[src/shared/fmcc_pkg.sv]
/*
 * Package for the field memory configuration block: sub addresses,
 * field positions, reset values, picture limits and carrier structs.
 * Assumes an upstream serial front end that turns bus transfers into
 * sub-address byte writes and reads.
 */
package fmcc_pkg;

	localparam logic [7:0] FMCC_SUB_OPERATION = 8'h53;
	localparam logic [7:0] FMCC_SUB_SLAVE     = 8'h57;
	localparam logic [7:0] FMCC_SUB_MASTER    = 8'h58;

	// Bit positions inside the channel setup bytes
	localparam int FMCC_BIT_A_ONLY = 0;
	localparam int FMCC_BIT_ORG    = 1;
	localparam int FMCC_BIT_RD     = 2;
	localparam int FMCC_BIT_WR     = 3;
	// Pending flag in the operation byte read-back
	localparam int FMCC_BIT_PEND   = 7;

	localparam logic [1:0] FMCC_OP_SCAN_RATE = 2'h0;
	localparam logic [1:0] FMCC_OP_SPLIT     = 2'h1;
	localparam logic [1:0] FMCC_OP_MULTI     = 2'h2;

	localparam logic [1:0] FMCC_OP_RESET        = 2'h0;
	localparam logic       FMCC_A_ONLY_RESET    = 1'h0;
	localparam logic       FMCC_ORG_RESET       = 1'h1;
	localparam logic       FMCC_RD_RESET        = 1'h0;
	localparam logic       FMCC_WR_RESET        = 1'h0;

	localparam logic [1:0] FMCC_FIELDS_NONE  = 2'h0;
	localparam logic [1:0] FMCC_FIELDS_ONE   = 2'h1;
	localparam logic [1:0] FMCC_FIELDS_TWO   = 2'h2;
	localparam logic [1:0] FMCC_FIELDS_THREE = 2'h3;

	localparam logic [9:0] FMCC_PX_0   = 10'h000;
	localparam logic [9:0] FMCC_PX_256 = 10'h100;
	localparam logic [9:0] FMCC_PX_512 = 10'h200;
	localparam logic [9:0] FMCC_PX_768 = 10'h300;
	localparam logic [9:0] FMCC_LN_0   = 10'h000;
	localparam logic [9:0] FMCC_LN_104 = 10'h068;
	localparam logic [9:0] FMCC_LN_170 = 10'h0aa;
	localparam logic [9:0] FMCC_LN_256 = 10'h100;
	localparam logic [9:0] FMCC_LN_288 = 10'h120;
	localparam logic [9:0] FMCC_LN_341 = 10'h155;
	localparam logic [9:0] FMCC_LN_512 = 10'h200;

	typedef struct packed {
		logic wr_sel;
		logic rd_sel;
		logic org;
		logic a_only;
	} fmcc_chan_type;

	typedef struct packed {
		logic       scan_rate_conversion_operation;
		logic       split_screen_operation;
		logic       multi_picture_operation;
		logic [1:0] master_fields;
		logic [1:0] slave_fields;
		logic       master_a_field_only_write;
		logic       slave_a_field_only_write;
		logic       master_read_single_area;
		logic       slave_read_insert_layout;
		logic       master_width_768;
		logic       slave_width_768;
		logic       slave_write_dual_layout;
		logic       vector_upconversion_allowed;
		logic       double_window_config;
		logic [9:0] master_max_pixels;
		logic [9:0] master_max_lines;
		logic [9:0] slave_max_pixels;
		logic [9:0] slave_max_lines;
	} fmcc_decode_type;

endpackage : fmcc_pkg

[src/logic/fmcc_config.sv]
/*
 * Field memory configuration register bank for a dual-channel display
 * processor: holds the operation selector and per-channel memory
 * setup bytes, applies them at field boundaries and decodes the layout.
 * Assumes sub-address write/read strobes from a serial front end and
 * one-cycle field start pulses from each channel's input timing.
 */
`timescale 1ns/1ps

// Contract
// - Selector 00 scan-rate, 01 split-screen, 10 multi-picture; resets to 00.
// - Split or multi with both organization bits: 512x256 or 768x170 limit.
// - In multi-picture, A-field-only bit set stores only A fields.
// - Master setup at 58h, slave at 57h; A-field-only bits reset 0.
// - Organization 1 keeps three fields in scan-rate, two otherwise.
// - Organization 0: no slave in scan-rate if master org 1, else one field.
// - Scan-rate master read bit 1 reads one area, 0 reads both.
// - Scan-rate slave read bit 1 uses insert layout, 0 split layout.
// - Split or multi master write bit selects 512 or 768 pixels.
// - Slave write bit: insert or dual layout; or 512 or 768 pixels.
// - Split-screen offers only field-based up-conversion, no vector modes.
module fmcc_config (
	input  wire logic                     clk_i,
	input  wire logic                     rst_n_i,
	input  wire logic [7:0]               sub_addr_i,
	input  wire logic                     wr_en_i,
	input  wire logic                     rd_en_i,
	input  wire logic [7:0]               wdata_i,
	input  wire logic                     master_field_start_i,
	input  wire logic                     slave_field_start_i,
	output logic [7:0]                    rdata_o,
	output fmcc_pkg::fmcc_decode_type     cfg_o
);

	typedef struct packed {
		logic [1:0]                op_shadow;
		logic [1:0]                op_active;
		fmcc_pkg::fmcc_chan_type   m_shadow;
		fmcc_pkg::fmcc_chan_type   m_active;
		fmcc_pkg::fmcc_chan_type   s_shadow;
		fmcc_pkg::fmcc_chan_type   s_active;
		fmcc_pkg::fmcc_decode_type dec;
		logic [7:0]                rdata;
	} fmcc_state_type;

	fmcc_state_type state_q;
	fmcc_state_type state_d;

	function automatic fmcc_pkg::fmcc_chan_type chan_from_byte(
		input logic [7:0] b
	);
		fmcc_pkg::fmcc_chan_type c;
		c.a_only = b[fmcc_pkg::FMCC_BIT_A_ONLY];
		c.org    = b[fmcc_pkg::FMCC_BIT_ORG];
		c.rd_sel = b[fmcc_pkg::FMCC_BIT_RD];
		c.wr_sel = b[fmcc_pkg::FMCC_BIT_WR];
		return c;
	endfunction : chan_from_byte

	function automatic logic [7:0] chan_to_byte(
		input fmcc_pkg::fmcc_chan_type c
	);
		logic [7:0] b;
		b = 8'h00;
		b[fmcc_pkg::FMCC_BIT_A_ONLY] = c.a_only;
		b[fmcc_pkg::FMCC_BIT_ORG]    = c.org;
		b[fmcc_pkg::FMCC_BIT_RD]     = c.rd_sel;
		b[fmcc_pkg::FMCC_BIT_WR]     = c.wr_sel;
		return b;
	endfunction : chan_to_byte

	function automatic fmcc_pkg::fmcc_decode_type decode(
		input logic [1:0]              op,
		input fmcc_pkg::fmcc_chan_type m,
		input fmcc_pkg::fmcc_chan_type s
	);
		fmcc_pkg::fmcc_decode_type d;
		logic scan;
		d = '0;
		// Reserved selector 11 falls back to scan-rate handling
		d.split_screen_operation  = (op == fmcc_pkg::FMCC_OP_SPLIT);
		d.multi_picture_operation = (op == fmcc_pkg::FMCC_OP_MULTI);
		scan = !d.split_screen_operation && !d.multi_picture_operation;
		d.scan_rate_conversion_operation = scan;
		// Field reservation per channel
		if (m.org)
			d.master_fields = scan ? fmcc_pkg::FMCC_FIELDS_THREE
			                       : fmcc_pkg::FMCC_FIELDS_TWO;
		else
			d.master_fields = fmcc_pkg::FMCC_FIELDS_ONE;
		if (s.org)
			d.slave_fields = scan ? fmcc_pkg::FMCC_FIELDS_THREE
			                      : fmcc_pkg::FMCC_FIELDS_TWO;
		else if (scan && m.org)
			d.slave_fields = fmcc_pkg::FMCC_FIELDS_NONE;
		else
			d.slave_fields = fmcc_pkg::FMCC_FIELDS_ONE;
		d.master_a_field_only_write =
			d.multi_picture_operation && m.a_only;
		d.slave_a_field_only_write =
			d.multi_picture_operation && s.a_only;
		d.master_read_single_area  = scan && m.rd_sel;
		d.slave_read_insert_layout = scan && s.rd_sel;
		d.master_width_768         = !scan && m.wr_sel;
		d.slave_width_768          = !scan && s.wr_sel;
		d.slave_write_dual_layout  = scan && s.wr_sel;
		// Vector-driven modes only in scan-rate, not in split-screen or multi-picture
		d.vector_upconversion_allowed = scan;
		d.double_window_config = !scan && m.org && s.org;
		if (scan) begin
			d.master_max_pixels = fmcc_pkg::FMCC_PX_768;
			d.master_max_lines  = s.org ? fmcc_pkg::FMCC_LN_288
			                            : fmcc_pkg::FMCC_LN_341;
			if (s.org) begin
				d.slave_max_pixels = fmcc_pkg::FMCC_PX_256;
				d.slave_max_lines  = fmcc_pkg::FMCC_LN_104;
			end else if (m.org) begin
				d.slave_max_pixels = fmcc_pkg::FMCC_PX_0;
				d.slave_max_lines  = fmcc_pkg::FMCC_LN_0;
			end else begin
				d.slave_max_pixels = fmcc_pkg::FMCC_PX_768;
				d.slave_max_lines  = fmcc_pkg::FMCC_LN_341;
			end
		end else begin
			d.master_max_pixels = m.wr_sel ? fmcc_pkg::FMCC_PX_768
			                               : fmcc_pkg::FMCC_PX_512;
			d.slave_max_pixels  = s.wr_sel ? fmcc_pkg::FMCC_PX_768
			                               : fmcc_pkg::FMCC_PX_512;
			if (m.org)
				d.master_max_lines = m.wr_sel ? fmcc_pkg::FMCC_LN_170
				                              : fmcc_pkg::FMCC_LN_256;
			else
				d.master_max_lines = m.wr_sel ? fmcc_pkg::FMCC_LN_341
				                              : fmcc_pkg::FMCC_LN_512;
			if (s.org)
				d.slave_max_lines = s.wr_sel ? fmcc_pkg::FMCC_LN_170
				                             : fmcc_pkg::FMCC_LN_256;
			else
				d.slave_max_lines = s.wr_sel ? fmcc_pkg::FMCC_LN_341
				                             : fmcc_pkg::FMCC_LN_512;
		end
		return d;
	endfunction : decode

	always_comb begin
		logic pending;
		pending = 1'b0;
		state_d = state_q;
		if (wr_en_i) begin
			case (sub_addr_i)
				fmcc_pkg::FMCC_SUB_OPERATION: begin
					state_d.op_shadow = wdata_i[1:0];
				end
				fmcc_pkg::FMCC_SUB_SLAVE: begin
					state_d.s_shadow = chan_from_byte(wdata_i);
				end
				fmcc_pkg::FMCC_SUB_MASTER: begin
					state_d.m_shadow = chan_from_byte(wdata_i);
				end
				default: begin
				end
			endcase
		end
		// A layout change mid-field would tear the stored picture
		if (master_field_start_i) begin
			state_d.op_active = state_d.op_shadow;
			state_d.m_active  = state_d.m_shadow;
		end
		if (slave_field_start_i) begin
			state_d.s_active = state_d.s_shadow;
		end
		state_d.dec = decode(state_q.op_active, state_q.m_active,
		                     state_q.s_active);
		pending = (state_q.op_shadow != state_q.op_active) ||
		          (state_q.m_shadow != state_q.m_active) ||
		          (state_q.s_shadow != state_q.s_active);
		if (rd_en_i) begin
			case (sub_addr_i)
				fmcc_pkg::FMCC_SUB_OPERATION: begin
					state_d.rdata = {6'h00, state_q.op_shadow};
					state_d.rdata[fmcc_pkg::FMCC_BIT_PEND] = pending;
				end
				fmcc_pkg::FMCC_SUB_SLAVE: begin
					state_d.rdata = chan_to_byte(state_q.s_shadow);
				end
				fmcc_pkg::FMCC_SUB_MASTER: begin
					state_d.rdata = chan_to_byte(state_q.m_shadow);
				end
				default: begin
					state_d.rdata = 8'h00;
				end
			endcase
		end
	end

	always_ff @(posedge clk_i) begin
		if (!rst_n_i) begin
			state_q <= '0;
			state_q.op_shadow       <= fmcc_pkg::FMCC_OP_RESET;
			state_q.op_active       <= fmcc_pkg::FMCC_OP_RESET;
			state_q.m_shadow.org    <= fmcc_pkg::FMCC_ORG_RESET;
			state_q.m_active.org    <= fmcc_pkg::FMCC_ORG_RESET;
			state_q.s_shadow.org    <= fmcc_pkg::FMCC_ORG_RESET;
			state_q.s_active.org    <= fmcc_pkg::FMCC_ORG_RESET;
			state_q.dec.scan_rate_conversion_operation <= 1'b1;
		end else begin
			state_q <= state_d;
		end
	end

	assign rdata_o = state_q.rdata;
	assign cfg_o   = state_q.dec;
endmodule : fmcc_config

[config.mk]
export PLATFORM = sky130hd
export DESIGN_NAME = fmcc_config
export DESIGN_NICKNAME = d
export VERILOG_FILES = /design/src/shared/fmcc_pkg.sv /design/src/logic/fmcc_config.sv
export SDC_FILE = /design/constraint.sdc
export NUM_CORES = 1
export LEC_CHECK = 0
export BUFFER_PORTS_ARGS = -buffer_cell sky130_fd_sc_hd__buf_2
export CORE_MARGIN = 5
export CORE_UTILIZATION = 51
export DETAILED_ROUTE_END_ITERATION = 8
export PLACE_DENSITY = 0.92
export SYNTH_ARGS = -nofsm -noshare
export SYNTH_HDL_FRONTEND = slang
export SYNTH_SLANG_ARGS = --single-unit
export TNS_END_PERCENT = 100
[constraint.sdc]
create_clock -name clk_i -period 1.87 [get_ports clk_i]
set_input_delay 0.374 -clock clk_i [delete_from_list [all_inputs] [get_ports clk_i]]
set_output_delay 0.374 -clock clk_i [all_outputs]
set_load 0.005 [all_outputs]
==> flow_metrics.tcl <==
set metrics [dict create \
    clkSlewWorstSetupHoldPaths_ns 0.09 \
    cp_data_required_time_ns 2.07 \
    ctsResizeCount 0 \
    hold_class "in -> reg" \
    timing.setup.tns_ns 0 \
    ys_types 44 \
    cts.sinks 56 \
    post_cts_buffers 0 \
    grt_remaining_overflow 0 \
    syn_area_sq_um 2775 \
    root_buffer "clkbuf_8" \
    dp_cells 366 \
    cts_made_buffers 5 \
    antenna_found_initial 0 \
    pwr-share-clk 0.315 \
    area_growth_pct 0.04497 \
    ir_worst_vdd_mv 0.3274 \
    avgSynthCellArea_sq_um 9.472 \
    routedWlPerCell_um 14.49 \
    synth_area_leaders "dfxtp_1, buf_4, nand4_1" \
    num_vias 1983 \
    io_buffers 62 \
    p_sw_uw 522.5 \
    cap_violations 0 \
    dieArea_sq_um 7017 \
    yosysSeqAreaShare 0.4040 \
    async_flop_share 0 \
    criticalPathCategory "reg -> reg" \
    io_pins 86 \
    path_max_fanout 13 \
    switching_share 0.2443 \
    layout-drive-gt1-share 0.2763 \
    diodes 0 \
    period_share 0.8470 \
    syn_inst 293 \
    place_congestion 0.9277 \
    synth_top_area_share 0.4040 \
    grt_use_total 0.1517 \
    combPwrFrac 0.100 \
    ant_nets 0 \
    slew_headroom 0.6497 \
    max_freq_ghz 0.6314 \
    hold_viol 0 \
    fin_hold_ws_ns 0.3360 \
    grt_pass1_vias 1934 \
    drt-total-wl_um 5421 \
    die_x_um 83.77 \
    ys.flop_type "dfxtp_1" \
    core_area_sq_um 5205 \
    rsz0062_at_grt "false" \
    drc 0 \
    setup_viol 0 \
    drtIter0Drc 136 \
    synth-edff-count 0 \
    first_pass_iters 4 \
    hold_buffers 0 \
    cts_tree "yes" \
    final_cells 374 \
    start_util 0.5332 \
    cp-start-kind "flip-flop" \
    synth_area_leader_cell "dfxtp_1" \
    period_needed_ns 1.584 \
    seqPwrFrac 0.585 \
    clockBufferDepth 2 \
    htreeDepth 2 \
    status "completed" \
    finClkSkew_ns 0.01195 \
    die_y_um 83.77 \
    ys_ff_latch 56 \
    slew_viol_final 0 \
    power.internal_mw 1.616 \
    power.density_nw_per_um2 770.2 \
    viasPerCell 5.302 \
    clock_latency_ns 0.31 \
    yosysWarnings 0 \
    rows 26 \
    power.leakage_nw 1.294 \
    grt_pass1_wl_um 8818 \
    end_kind "flip-flop" \
    dp_hpwl_um 4172 \
    arrival_ns 1.79 \
    power.total_mw 2.138 \
    nNetsFinal 331 \
    tightestPinTransition_ns 0.5222 \
    grt_max_degree 19 \
]
-- cell type report --
| class | count | area, sq um |
|---|---|---|
| clock inverters | 2 | 15.01 |
| multi-input cells | 164 | 1100 |
| well taps | 70 | 87.58 |
| clock buffers | 6 | 82.58 |
| fillers | 505 | 2429 |
| repair buffers | 64 | 325.3 |
| flip-flops and latches | 56 | 1121 |
| inverters | 12 | 45.04 |
-- synthesized netlist by cell type (2+ instances only) --
cell type and number:
buf_4 65, dfxtp_1 56, nand4_1 14, a21oi_1 12, a31oi_1 12, inv_1 11, o21ai_0 10, xor2_1 10
nor2_1 9, and3_1 7, clkbuf_1 7, nand3b_1 7, and2_1 6, ha_1 6, nand2_1 5, o31ai_1 5
o31ai_2 5, nand2b_1 4, nor4_1 4, a211oi_1 3, buf_6 3, nand3_1 3, nor2b_1 3, a22oi_1 2
buf_2 2, mux2_2 2, nor3_1 2, o21ai_1 2
-- power groups by stage --
stage                     Sequential [mW]  Clock, mW  Combinational [mW]
after global routing                 1.26      0.737               0.238
after floorplan                      1.28          0               0.206
final                                1.25      0.673               0.215
after detailed placement             1.28          0               0.212
after CTS                            1.25      0.687               0.212
after global placement               1.28          0               0.207
-- final timing paths --
path | startpoint | endpoint | slack (ns) | cells after the start
min reg2reg | rdata_o[3]$_SDFFE_PN0P_ | rdata_o[3]$_SDFFE_PN0P_ | 0.48 | 2
max reg2reg | state_q[80]$_SDFFE_PN0P_ | cfg_o[18]$_SDFF_PN0_ | 0.29 | 5
min | rst_n_i | cfg_o[39]$_SDFF_PN0_ | 0.34 | 1
max | state_q[80]$_SDFFE_PN0P_ | cfg_o[18]$_SDFF_PN0_ | 0.29 | 5
-- logic make-up after synthesis --
family	after synthesis	share of synthesized area
AOI/OAI and AO/OA	54	0.1289
xor gates and xnor gates	10	0.03156
adders and majority gates	6	0.02705
buffers and inverters	91	0.2241
DFF	56	0.4040
muxes	3	0.01172
other	1	0.001351
and+or+nand+nor	72	0.1713
-- metrics by stage --
stage | cell area, sq um | setup slack, ns | utilization
finish | 2776 | 0.2861 | 0.5334
global route | 2776 | 0.1483 | 0.5334
floorplan | 2843 | 0.5396 | -
CTS | 2776 | 0.2996 | 0.5334
detailed placement | 2679 | 0.3058 | 0.5147
global placement | 2679 | 0.3266 | 0.5147
-- layout by cell type (no fill, tap or decap), drive strengths merged --
cell / Yosys / layout
a41oi: 1 / 1
nand3: 3 / 3
mux2: 2 / 2
nor4: 4 / 4
nor2: 9 / 9
clkinv: 1 / 1
nand4: 14 / 14
conb: 1 / 19
nor3b: 1 / 1
a211oi: 3 / 3
nand2b: 4 / 4
nand4b: 1 / 1
a22oi: 2 / 2
a311oi: 1 / 1
mux2i: 1 / 1
dfxtp: 56 / 56
a21oi: 12 / 12
o21bai: 1 / 1
and2: 6 / 6
nor3: 2 / 2
and4b: 1 / 1
clkinvlp: 0 / 2
nor2b: 3 / 3
inv: 11 / 11
nor4b: 1 / 1
nand3b: 7 / 7
xor2: 10 / 10
or3b: 1 / 1
and4bb: 1 / 1
and3b: 1 / 1
nand4bb: 1 / 1
nand2: 5 / 5
o31ai: 10 / 10
and3: 7 / 7
o21ai: 12 / 12
a31oi: 12 / 12
buf: 72 / 64
clkbuf: 7 / 6
ha: 6 / 6
-- worst max-delay path, stage by stage (launching register included) --
cell and delay, ns:
dfxtp_1 0.39, inv_1 0.06, ha_1 0.53, nor2b_1 0.16
and2_1 0.20, o21bai_1 0.14
-- sequential cells by signal, summed over array words and instances (netlist names) --
name	cells
cfg_o	31
state_q	20
rdata_o	5
-- layer usage --
layer / wire, um / share of wire / track usage / vias to the layer above
li1: - / - / - / 956
met1: 2268 / 0.42 / 0.1817 / 931
met2: 2634 / 0.49 / 0.2617 / 90
met3: 461 / 0.085 / 0.03751 / 6
met4: 57 / 0.011 / 0.05556 / 0
met5: 0 / 0 / 0 / -
Power figures use the tool's default switching activity.
